==> src/bsx_map.vh <==
`ifndef BSX_MAP_VH
`define BSX_MAP_VH

// Operation codes presented by the instruction decoder on op_code.
`define BSX_OP_W 4
`define BSX_OP_IO_SET 4'h0
`define BSX_OP_IO_CLR 4'h1
`define BSX_OP_LSL 4'h2
`define BSX_OP_LSR 4'h3
`define BSX_OP_ROL 4'h4
`define BSX_OP_ROR 4'h5
`define BSX_OP_ASR 4'h6
`define BSX_OP_SWAP 4'h7
`define BSX_OP_FSET 4'h8
`define BSX_OP_FCLR 4'h9
`define BSX_OP_BST 4'hA
`define BSX_OP_BLD 4'hB
`define BSX_OP_SEC 4'hC
`define BSX_OP_CLC 4'hD

// Bit positions inside the status register.
`define BSX_SR_C 0
`define BSX_SR_Z 1
`define BSX_SR_N 2
`define BSX_SR_V 3
`define BSX_SR_S 4
`define BSX_SR_H 5
`define BSX_SR_T 6
`define BSX_SR_I 7

// Reset values.
`define BSX_SR_RST 8'h00
`define BSX_BYTE_RST 8'h00
`define BSX_IO_ADDR_RST 6'h00
`define BSX_IDX_RST 5'h00

// Sequencer states of the I/O read-modify-write.
`define BSX_ST_IDLE 1'b0
`define BSX_ST_IO_RD 1'b1

`endif

==> src/bsx_bit_insert.v <==
`timescale 1ns/100ps
`default_nettype none

// Replaces one selected bit of a byte with a new value, all other bits pass unchanged.
module bsx_bit_insert (
    input wire [7:0] data_in,
    input wire [2:0] bit_sel,
    input wire bit_val,
    output wire [7:0] data_out
);

    genvar i;

    // One multiplexer per bit; only the selected position takes the new value.
    generate
        for (i = 0; i < 8; i = i + 1) begin : g_bit
            // A sized copy of the loop index keeps the compare at three bits.
            localparam [2:0] POS = i;
            assign data_out[i] = (bit_sel == POS) ? bit_val : data_in[i];
        end
    endgenerate

endmodule

`default_nettype wire

==> src/bsx_shifter.v <==
`timescale 1ns/100ps
`default_nettype none
`include "bsx_map.vh"

// Combinational shift, rotate and nibble-swap network with the bit shifted out.
module bsx_shifter (
    input wire [3:0] op_code,
    input wire [7:0] operand,
    input wire carry_in,
    output reg [7:0] result,
    output reg carry_out
);

    // Carry keeps its old value for operations that shift nothing out.
    always @* begin
        result = operand;
        carry_out = carry_in;
        case (op_code)
            `BSX_OP_LSL: begin
                result = {operand[6:0], 1'b0};
                carry_out = operand[7];
            end
            `BSX_OP_LSR: begin
                result = {1'b0, operand[7:1]};
                carry_out = operand[0];
            end
            `BSX_OP_ROL: begin
                result = {operand[6:0], carry_in};
                carry_out = operand[7];
            end
            `BSX_OP_ROR: begin
                result = {carry_in, operand[7:1]};
                carry_out = operand[0];
            end
            `BSX_OP_ASR: begin
                result = {operand[7], operand[7:1]};
                carry_out = operand[0];
            end
            `BSX_OP_SWAP: begin
                result = {operand[3:0], operand[7:4]};
            end
            default: begin
                result = operand;
            end
        endcase
    end

endmodule

`default_nettype wire

==> src/bsx_exec_unit.v <==
// How it works
// - Setting an I/O bit forces bit b of I/O register P to one, others kept.
// - Clearing an I/O bit forces bit b of I/O register P to zero, others kept.
// - Logical left shift moves bits up one place and loads zero at bit zero.
// - Logical right shift moves bits down one place and loads zero at bit seven.
// - Rotate left puts old carry in bit zero and old bit seven in carry.
// - Rotate right puts old carry in bit seven and old bit zero in carry.
// - Arithmetic right shift moves bits down while bit seven keeps the sign.
// - Nibble swap exchanges the upper and lower four bits in one operation.
// - Flag set and clear force the status bit chosen by index s to one or zero.
// - Bit store copies bit b of the source into the transfer flag, source untouched.
// - Bit load copies the transfer flag into bit b of the destination only.
// - Set carry forces carry to one; clear carry forces it to zero.
`timescale 1ns/100ps
`default_nettype none
`include "bsx_map.vh"

module bsx_exec_unit (
    input wire core_clk,
    input wire sys_rst,
    input wire op_valid,
    input wire [3:0] op_code,
    input wire [4:0] rd_idx,
    input wire [7:0] rd_data,
    input wire [7:0] rr_data,
    input wire [2:0] bit_sel,
    input wire [2:0] flag_sel,
    input wire [5:0] io_addr,
    input wire [7:0] io_rdata,
    output reg busy_q,
    output reg done_q,
    output reg rd_wr_en_q,
    output reg [4:0] rd_idx_q,
    output reg [7:0] rd_wdata_q,
    output reg [7:0] status_q,
    output reg io_rd_en_q,
    output reg io_wr_en_q,
    output reg [5:0] io_addr_q,
    output reg [7:0] io_wdata_q
);

    reg state_q;
    reg state_d;
    reg [2:0] io_bit_q;
    reg [2:0] io_bit_d;
    reg io_set_q;
    reg io_set_d;
    reg busy_d;
    reg done_d;
    reg rd_wr_en_d;
    reg [4:0] rd_idx_d;
    reg [7:0] rd_wdata_d;
    reg [7:0] status_d;
    reg io_rd_en_d;
    reg io_wr_en_d;
    reg [5:0] io_addr_d;
    reg [7:0] io_wdata_d;
    reg sh_n;
    reg sh_v;

    wire accept;
    wire [7:0] sh_result;
    wire sh_carry;
    wire [7:0] io_modified;
    wire [7:0] bld_result;
    wire [7:0] flag_result;

    // New work is only taken while no I/O read-modify-write is in flight.
    assign accept = op_valid && (state_q == `BSX_ST_IDLE);

    bsx_shifter u_shifter (
        .op_code(op_code),
        .operand(rd_data),
        .carry_in(status_q[`BSX_SR_C]),
        .result(sh_result),
        .carry_out(sh_carry)
    );

    // The byte read back from the I/O space gets the captured bit forced.
    bsx_bit_insert u_io_bit (
        .data_in(io_rdata),
        .bit_sel(io_bit_q),
        .bit_val(io_set_q),
        .data_out(io_modified)
    );

    // Destination byte with the transfer flag dropped into bit b.
    bsx_bit_insert u_bld_bit (
        .data_in(rd_data),
        .bit_sel(bit_sel),
        .bit_val(status_q[`BSX_SR_T]),
        .data_out(bld_result)
    );

    // Status register with the bit chosen by the flag index forced.
    bsx_bit_insert u_flag_bit (
        .data_in(status_q),
        .bit_sel(flag_sel),
        .bit_val(op_code == `BSX_OP_FSET),
        .data_out(flag_result)
    );

    // Next-state logic; all strobes default low so each is a one-cycle pulse.
    always @* begin
        state_d = state_q;
        io_bit_d = io_bit_q;
        io_set_d = io_set_q;
        busy_d = busy_q;
        done_d = 1'b0;
        rd_wr_en_d = 1'b0;
        rd_idx_d = rd_idx_q;
        rd_wdata_d = rd_wdata_q;
        status_d = status_q;
        io_rd_en_d = 1'b0;
        io_wr_en_d = 1'b0;
        io_addr_d = io_addr_q;
        io_wdata_d = io_wdata_q;
        sh_n = sh_result[7];
        sh_v = sh_result[7] ^ sh_carry;
        case (state_q)
            `BSX_ST_IDLE: begin
                if (accept) begin
                    case (op_code)
                        `BSX_OP_IO_SET, `BSX_OP_IO_CLR: begin
                            // The read is issued now; the write follows next cycle.
                            state_d = `BSX_ST_IO_RD;
                            busy_d = 1'b1;
                            io_rd_en_d = 1'b1;
                            io_addr_d = io_addr;
                            io_bit_d = bit_sel;
                            io_set_d = (op_code == `BSX_OP_IO_SET);
                        end
                        `BSX_OP_LSL, `BSX_OP_LSR, `BSX_OP_ROL, `BSX_OP_ROR, `BSX_OP_ASR: begin
                            rd_wr_en_d = 1'b1;
                            rd_idx_d = rd_idx;
                            rd_wdata_d = sh_result;
                            done_d = 1'b1;
                            status_d[`BSX_SR_C] = sh_carry;
                            status_d[`BSX_SR_Z] = (sh_result == `BSX_BYTE_RST);
                            status_d[`BSX_SR_N] = sh_n;
                            status_d[`BSX_SR_V] = sh_v;
                            status_d[`BSX_SR_S] = sh_n ^ sh_v;
                        end
                        `BSX_OP_SWAP: begin
                            // Swap leaves every flag alone.
                            rd_wr_en_d = 1'b1;
                            rd_idx_d = rd_idx;
                            rd_wdata_d = sh_result;
                            done_d = 1'b1;
                        end
                        `BSX_OP_FSET, `BSX_OP_FCLR: begin
                            status_d = flag_result;
                            done_d = 1'b1;
                        end
                        `BSX_OP_BST: begin
                            // Nothing is written back, so the source stays as it was.
                            status_d[`BSX_SR_T] = rr_data[bit_sel];
                            done_d = 1'b1;
                        end
                        `BSX_OP_BLD: begin
                            rd_wr_en_d = 1'b1;
                            rd_idx_d = rd_idx;
                            rd_wdata_d = bld_result;
                            done_d = 1'b1;
                        end
                        `BSX_OP_SEC: begin
                            status_d[`BSX_SR_C] = 1'b1;
                            done_d = 1'b1;
                        end
                        `BSX_OP_CLC: begin
                            status_d[`BSX_SR_C] = 1'b0;
                            done_d = 1'b1;
                        end
                        default: begin
                            // Unused codes complete with no effect so the decoder never hangs.
                            done_d = 1'b1;
                        end
                    endcase
                end
            end
            `BSX_ST_IO_RD: begin
                // The I/O space answers the read in the same cycle, so the modified
                // byte is written back on the second edge without another wait.
                io_wr_en_d = 1'b1;
                io_wdata_d = io_modified;
                done_d = 1'b1;
                busy_d = 1'b0;
                state_d = `BSX_ST_IDLE;
            end
            default: begin
                state_d = `BSX_ST_IDLE;
                busy_d = 1'b0;
            end
        endcase
    end

    // All state and every output are registered; reset loads constants only.
    always @(posedge core_clk or posedge sys_rst) begin
        if (sys_rst) begin
            state_q <= `BSX_ST_IDLE;
            io_bit_q <= 3'h0;
            io_set_q <= 1'b0;
            busy_q <= 1'b0;
            done_q <= 1'b0;
            rd_wr_en_q <= 1'b0;
            rd_idx_q <= `BSX_IDX_RST;
            rd_wdata_q <= `BSX_BYTE_RST;
            status_q <= `BSX_SR_RST;
            io_rd_en_q <= 1'b0;
            io_wr_en_q <= 1'b0;
            io_addr_q <= `BSX_IO_ADDR_RST;
            io_wdata_q <= `BSX_BYTE_RST;
        end else begin
            state_q <= state_d;
            io_bit_q <= io_bit_d;
            io_set_q <= io_set_d;
            busy_q <= busy_d;
            done_q <= done_d;
            rd_wr_en_q <= rd_wr_en_d;
            rd_idx_q <= rd_idx_d;
            rd_wdata_q <= rd_wdata_d;
            status_q <= status_d;
            io_rd_en_q <= io_rd_en_d;
            io_wr_en_q <= io_wr_en_d;
            io_addr_q <= io_addr_d;
            io_wdata_q <= io_wdata_d;
        end
    end

endmodule

`default_nettype wire

==> config.mk <==
export PLATFORM = sky130hd
export DESIGN_NAME = bsx_exec_unit
export DESIGN_NICKNAME = d
export VERILOG_FILES = /design/src/bsx_bit_insert.v /design/src/bsx_shifter.v /design/src/bsx_exec_unit.v
export VERILOG_INCLUDE_DIRS = /design/src
export SDC_FILE = /design/constraint.sdc
export NUM_CORES = 1
export LEC_CHECK = 0
export BUFFER_PORTS_ARGS = -buffer_cell sky130_fd_sc_hd__buf_2
export CAP_MARGIN = 20
export CORE_MARGIN = 2
export CORE_UTILIZATION = 52
export CTS_CLUSTER_SIZE = 14
export DETAILED_ROUTE_END_ITERATION = 16
export PLACE_DENSITY = 0.83
export SLEW_MARGIN = 20
export SYNTH_ARGS = -nofsm -noshare
export SYNTH_HDL_FRONTEND = slang
export SYNTH_HIERARCHICAL = 1
export SYNTH_SLANG_ARGS = --single-unit
==> constraint.sdc <==
create_clock -name core_clk -period 1.8 [get_ports core_clk]
set_input_delay 0.45 -clock core_clk [delete_from_list [all_inputs] [get_ports core_clk]]
set_output_delay 0.45 -clock core_clk [all_outputs]
set_load 0.01 [all_outputs]
==> metrics.md, run 1 <==
| Metric | Value |
|---|---|
| Status | `finished with violations` |
| Violated checks | `negative setup slack` |
| Top FF cell, synth | `dfrtp_1` |
| CTS tree | `yes` |
| Syn Nets | `313` |
| Final Cycle Share | `1.00` |
| Die area | `6170 um^2` |
| Number of synthesized flops with an enable pin | `0` |
| H-tree depth | `2` |
| Leading area contributor after synthesis | `dfrtp_1` |
| Worst Hold Slack | `0.0926 ns` |
| Crit end category | `flip-flop` |
| Worst setup margin | `-0.00449 ns` |
| Diode count | `0` |
| Leak | `1.85 nW` |
| Commonest non-fill, non-tap cells in the layout | `buf_2, dfrtp_1, mux2_2` |
| Root Buffer | `clkbuf_8` |
| Filler cells | `392` |
| Drt via density | `5.92` |
| Antenna violations before repair | `0` |
| # DRC | `0` |
| Remaining global-route overflow | `0` |
| Cts bufs inserted | `5` |
| Clock Latency Late Sink | `0.30 ns` |
| First-pass GRT wire length | `12500 um` |
| Hold crit path type | `primary input to async pin` |
| Place WS | `-0.368 ns` |
| CTS sink cnt | `44` |
| Number of distinct library cells after synthesis | `47` |
| Die Span X | `78.5 um` |
| Largest net degree at the start of global routing | `32` |
| VDD IR max | `0.539 mV` |
| WL per Instance | `16.7 um` |
| Layout cells sized above 1 | `0.519` |
| Worst slew margin | `0.744` |
| Worst Path Required | `2.05 ns` |
| Final setup vio count | `1` |
| Layout Skew | `0.00614 ns` |
| Clock Path Buffers | `2` |
| Seq/Total Area, Yosys | `0.381` |
| Dpl cell area | `3660 um^2` |
| FMAX | `554 MHz` |
| Top cell type's share of synthesized area | `0.381` |
| Cts hold-fix bufs | `0` |
| Clk slew on worst S/H paths | `0.09 ns` |
| Post-synth ARST share | `1.00` |
| RSZ-0062 raised after global routing | `yes` |
| Final WL | `7710 um` |
| Most common cell after layout, fill and taps aside | `buf_2` |
| Pwr dens | `807 nW/um^2` |
| Vias in the first global route | `2555` |
| Num rows | `27` |
| GPL Wtd Cong | `0.858` |
| DP HPWL | `5810 um` |
| Slew @ Worst Pin | `0.384 ns` |
| Core area | `5440 um^2` |
| Warnings, synthesis | `6` |
| CP max FO | `6` |
| ANT nets after route | `0` |
| DRT iter0 DRCs | `242` |
| Netlist Area Pre-Place | `2890 um^2` |
| Arrival @ worst endpoint | `2.05 ns` |
| Via count | `2728` |
| Setup TNS | `-0.00449 ns` |
| PortBufs | `87` |
| Tot GR Track Use | `0.255` |
| Nets@finish | `436` |
| Post-Synthesis Cells | `265` |
| Tmin final | `1.80 ns` |
| Slew Limit Fails | `0` |
| R2R setup slack | `0.16 ns` |
| Setup CP Type | `primary input to flip-flop` |
| Io pins | `88` |
| Setup crit start kind | `primary input` |
| Mean Syn Cell Area | `10.9 um^2` |
| Pre-Repair DR Iteration Count | `5` |
| Largest cells by area after synthesis | `dfrtp_1, mux2_2, mux2i_1` |
| Synthesized flop and latch total | `44` |
| Area growth, synth to finish | `32.6%` |
| Initial Util | `0.531` |
| Final hold vios | `0` |
| Post-route total power | `3.09 mW` |
| Cell area after layout | `3830 um^2` |
| Die H | `78.5 um` |
| Maximum capacitance violations | `0` |
[repair_timing]
action                                  in CTS  in global routing
pin swaps                                    6                  0
setup buffers                                3                  0
gates resized for setup                     10                  3
gates cloned                                 0                  0
endpoints found under the setup margin       2                  3
hold endpoints to repair                     0                  0
[report_power, final]
part | switching [mW] | internal, mW | total (mW)
sequential | 0.160 | 1.19 | 1.35
combinational | 0.503 | 0.579 | 1.08
clock | 0.349 | 0.312 | 0.661
total | 1.01 | 2.08 | 3.09
[synthesized netlist by cell type, types with 2 or more instances]
master     n
buf_6      4
and3_1     2
nor3_1     3
nor2b_1    2
nand3b_1   9
o211ai_1   3
o21ai_0   10
a21oi_1   17
o2111a_1   6
nand4_1    2
clkbuf_1   4
nand2b_1   6
mux4_2     2
mux2i_1   13
inv_1      7
o32a_1     7
mux2_2    44
buf_2      5
nor3b_1    9
xor2_1     2
nand3_1    6
a221o_1    5
a21o_1     3
mux2_4     6
nor4_1     2
nand2_1   11
dfrtp_1   44
nor2_1    12
[critical path: stages]
cell	delay, ns
buf_12	0.11
buf_4	0.13
mux2i_1	0.22
o221ai_1	0.15
o32a_1	0.38
nor4_2	0.27
nand2_1	0.07
o21ai_1	0.13
mux2_4	0.15
[routing by layer]
metal | routed length, um | vias to the layer above | global-route usage
li1 | - | 1256 | -
met1 | 3230 | 1321 | 0.338
met2 | 3720 | 133 | 0.412
met3 | 599 | 18 | 0.0632
met4 | 157 | 0 | 0.0789
met5 | 0 | - | 0
[cell families after synthesis]
| logic type | share of synthesized area |
|---|---|
| xor+xnor | 0.00910 |
| buf+inv | 0.0398 |
| mux | 0.263 |
| flops | 0.381 |
| compound gates | 0.159 |
| simple gates | 0.147 |
[worst paths after layout]
kind                            endpoint          start  cells past startpoint
min                        io_wdata_q[4]        sys_rst                      2
max reg2reg                rd_wdata_q[7]    status_q[0]                      7
max in group asynchronous  rd_wdata_q[2]        sys_rst                      3
min reg2reg                io_wdata_q[4]  io_wdata_q[4]                      1
max                          status_q[1]     op_code[0]                      9
min in group core_clk             done_q       op_valid                      2
[registers in the layout (all words and copies together), names as in the netlist, 3 cells and up]
register / cells
rd_idx_q: 5
rd_wdata_q: 8
status_q: 8
io_bit_q: 3
io_addr_q: 6
io_wdata_q: 8
[cell type report]
| class | instances | area, um^2 | area share |
|---|---|---|---|
| clock buffers | 7 | 86.3 | 0.0225 |
| clock inverters | 1 | 7.51 | 0.00196 |
| inverters | 8 | 30.0 | 0.00784 |
| multi-input cells | 200 | 1720 | 0.448 |
| flip-flops and latches | 44 | 1100 | 0.287 |
| well taps | 72 | 90.1 | 0.0235 |
| repair buffers | 129 | 798 | 0.208 |
[metrics by stage]
step	cells	util
2_1_floorplan	265	-
3_3_place_gp	450	0.672
3_5_place_dp	450	0.672
4_1_cts	461	0.701
5_1_grt	461	0.704
6_report	461	0.704
Power figures use the tool's default switching activity.
==> run 2: changes to the inputs <==
Settings changed: CORE_UTILIZATION 52 to 53, CTS_BUF_LIST from default to sky130_fd_sc_hd__clkbuf_2 sky130_fd_sc_hd__clkbuf_4 sky130_fd_sc_hd__clkbuf_8, PLACE_DENSITY 0.83 to 0.85, SETUP_SLACK_MARGIN from default to 0.15, SYNTH_HIERARCHICAL 1 to default.
==> metrics.md, run 2 <==
| Metric | Value |
|---|---|
| Initial Util | `0.540 (+0.00928)` |
| Leak | `1.78 nW (-3.9%)` |
| # DRC | `0 (unchanged)` |
| Post-route total power | `3.18 mW (+3.0%)` |
| Layout cells sized above 1 | `0.451 (-0.0686)` |
| WL per Instance | `15.3 um (-8.3%)` |
| R2R setup slack | `0.22 ns (+0.06 ns)` |
| Die area | `5730 um^2 (-7.1%)` |
| Pre-Repair DR Iteration Count | `4 (-1)` |
| Cts bufs inserted | `5 (unchanged)` |
| Commonest non-fill, non-tap cells in the layout | `buf_2, dfrtp_1, nand2_1` |
| Worst setup margin | `0.173 ns (+0.177 ns)` |
| Switching pwr | `1.01 mW (-0.21%)` |
| Clk slew on worst S/H paths | `0.09 ns (about the same)` |
| Arrival @ worst endpoint | `1.86 ns (-0.19 ns)` |
| Worst Path Required | `2.03 ns (-0.02 ns)` |
| Mean Syn Cell Area | `9.30 um^2 (-15%)` |
| Biggest regs | `io_wdata_q: 8 flops, rd_wdata_q: 8 flops, status_q: 8 flops` |
| Final Cycle Share | `0.904 (-0.0984)` |
| Seq/Total Area, Yosys | `0.404 (+0.0229)` |
| Top cell type's share of synthesized area | `0.404 (+0.0229)` |
| Status | `completed` |
| Post-Synthesis Cells | `293 (+11%)` |
| Slew @ Worst Pin | `0.368 ns (-0.0159 ns)` |
| Clock Path Buffers | `2 (unchanged)` |
| Largest cells by area after synthesis | `dfrtp_1, mux2_2, mux2i_1` |
| Area growth, synth to finish | `36.2%` |
| Pwr dens | `857 nW/um^2 (+6.2%)` |
| Number of synthesized flops with an enable pin | `0 (unchanged)` |
| Core Util, Final | `0.736 (+0.0321)` |
| Vias in the first global route | `2271 (-11%)` |
| Warnings, synthesis | `0 (-6)` |
| Diode count | `0 (unchanged)` |
| Combinational share of power | `0.332 (-0.018)` |
| Die Span X | `75.7 um (-3.6%)` |
| Post-synth ARST share | `1.00 (unchanged)` |
| Setup TNS | `0 ns (+0.00449 ns)` |
| VDD IR max | `0.748 mV (+39%)` |
| Post-synth top cells | `dfrtp_1, nand2_1, nor2_1` |
| Clock Latency Late Sink | `0.29 ns (about the same)` |
| CP max FO | `7 (+1)` |
| DP HPWL | `5130 um (-12%)` |
| First-pass GRT wire length | `10500 um (-16%)` |
| Via count | `2553 (-6.4%)` |
| Top FF cell, synth | `dfrtp_1` |
| Setup CP Type | `primary input to flip-flop` |
| Largest net degree at the start of global routing | `45 (+41%)` |
| Final WL | `7130 um (-7.5%)` |
| Part of the power in registers | `0.421 (-0.015)` |
| Drt via density | `5.49 (-7.2%)` |
| H-tree depth | `2 (unchanged)` |
| Nets@finish | `442 (+1.4%)` |
| Antenna violations before repair | `0 (unchanged)` |
| Clock network power share | `0.247 (+0.033)` |
| CTS tree | `yes` |
| Syn Nets | `341 (+8.9%)` |
| PortBufs | `87 (unchanged)` |
| Tot GR Track Use | `0.238 (-0.0168)` |
| Internal Power | `2.17 mW (+4.5%)` |
| GPL Wtd Cong | `0.913 (+6.4%)` |
| Critical path origin | `op_code[3]` |
| Final hold vios | `0 (unchanged)` |
| FMAX | `614 MHz (+11%)` |
| Maximum capacitance violations | `0 (unchanged)` |
| Crit end category | `flip-flop` |
| ANT nets after route | `0 (unchanged)` |
| Io pins | `88 (unchanged)` |
| Remaining global-route overflow | `0 (unchanged)` |
| Worst slew margin | `0.755 (+0.0106)` |
| Tmin final | `1.63 ns (-0.177 ns)` |
| Leading area contributor after synthesis | `dfrtp_1` |
| Worst Hold Slack | `0.178 ns (+0.0856 ns)` |
| Cts hold-fix bufs | `0 (unchanged)` |
| Place WS | `-0.224 ns (+0.144 ns)` |
| Layout Skew | `0.00715 ns (+0.00101 ns)` |
| RSZ-0062 raised after global routing | `no` |
| Netlist Area Pre-Place | `2730 um^2 (-5.7%)` |
| Final setup vio count | `0 (-1)` |
| Top-count cell post-synth | `dfrtp_1` |
| Reg2Reg Depth | `6 (-1)` |
| Hold crit path type | `primary input to async pin` |
| Slew Limit Fails | `0 (unchanged)` |
| Die H | `75.7 um (-3.6%)` |
| Number of distinct library cells after synthesis | `52 (+11%)` |
| Worst R2R Start | `status_q[0]` |
| Num rows | `26 (-3.7%)` |
| DRT iter0 DRCs | `182 (-25%)` |
| Sw Share | `0.317 (-0.0101)` |
| Core area | `5040 um^2 (-7.3%)` |
| Most common cell after layout, fill and taps aside | `buf_2` |
| Setup crit start kind | `primary input` |
| CTS sink cnt | `44 (unchanged)` |
| Root Buffer | `clkbuf_8` |
| Synthesized flop and latch total | `44 (unchanged)` |
## run 2: cell types whose count changed in the layout (fill, tap and decap cells not counted), moves of 4 or more
cell / change
mux2_2: -30
nand2_1: +29
nor2_1: +18
buf_4: -9
mux2i_1: +6
o2111a_1: -6
o32a_1: -6
a221o_1: -5
nor3b_1: -5
nand3b_1: -4
## run 2: cell type report
class	instances	area, um^2
clock inverter	2	38.8
multi-input combinational	213	1630
sequential	44	1100
tap	70	87.6
timing repair buffer	120	739
clock buffer	6	82.6
inverter	10	37.5
fill	345	1330
## run 2: cell families (layout without fill, tap and decap cells)
| family | after synthesis | in the layout | share of synthesized area |
|---|---|---|---|
| xor gates and xnor gates | 2 | 2 | 0.00643 |
| muxes | 39 | 39 | 0.161 |
| buffers and inverters | 36 | 138 | 0.0716 |
| and+or+nand+nor | 105 | 105 | 0.179 |
| AOI/OAI and AO/OA | 67 | 67 | 0.178 |
| DFF | 44 | 44 | 0.404 |
## run 2: timing repair
| action | 4_1_cts | 5_1_grt |
|---|---|---|
| pin swaps | 3 | 11 |
| buffers inserted | 1 | 3 |
| resized for setup | 10 | 21 |
| setup endpoints to repair | 3 | 19 |
## run 2: through the flow
step	instance area, um^2	std cells
after global placement	3400	453
after detailed placement	3400	453
after global routing	3710	465
final	3710	465
after floorplan	2780	293
after CTS	3570	462
## run 2: worst max-delay path, stage by stage
cell      delay [ns]
buf_2           0.14
o21ba_4         0.25
nand2_1         0.07
a221oi_2        0.38
nand4_1         0.17
nor4_2          0.23
o32a_1          0.16
## run 2: power by group through the flow
stage               combinational, mW  sequential [mW]  clock, mW
floorplan                       0.572             1.39          0
global placement                0.959             1.35          0
detailed placement              0.989             1.36          0
CTS                              1.01             1.34      0.802
global route                     1.16             1.37      0.840
finish                           1.06             1.34      0.785
## run 2: final timing paths
| kind | to |
|---|---|
| worst max-delay path | status_q[1] |
| worst min-delay path | rd_idx_q[1] |
| worst max register to register | status_q[1] |
| worst min register to register | io_addr_q[4] |
| max in group asynchronous | rd_wr_en_q |
| min in group core_clk | io_addr_q[1] |
## run 2: routing by layer
layer / GRT usage / wire [um]
met2: 0.412 / 3660
met5: 0 / 0
met4: 0.0741 / 158
met3: 0.0476 / 338
met1: 0.302 / 2980
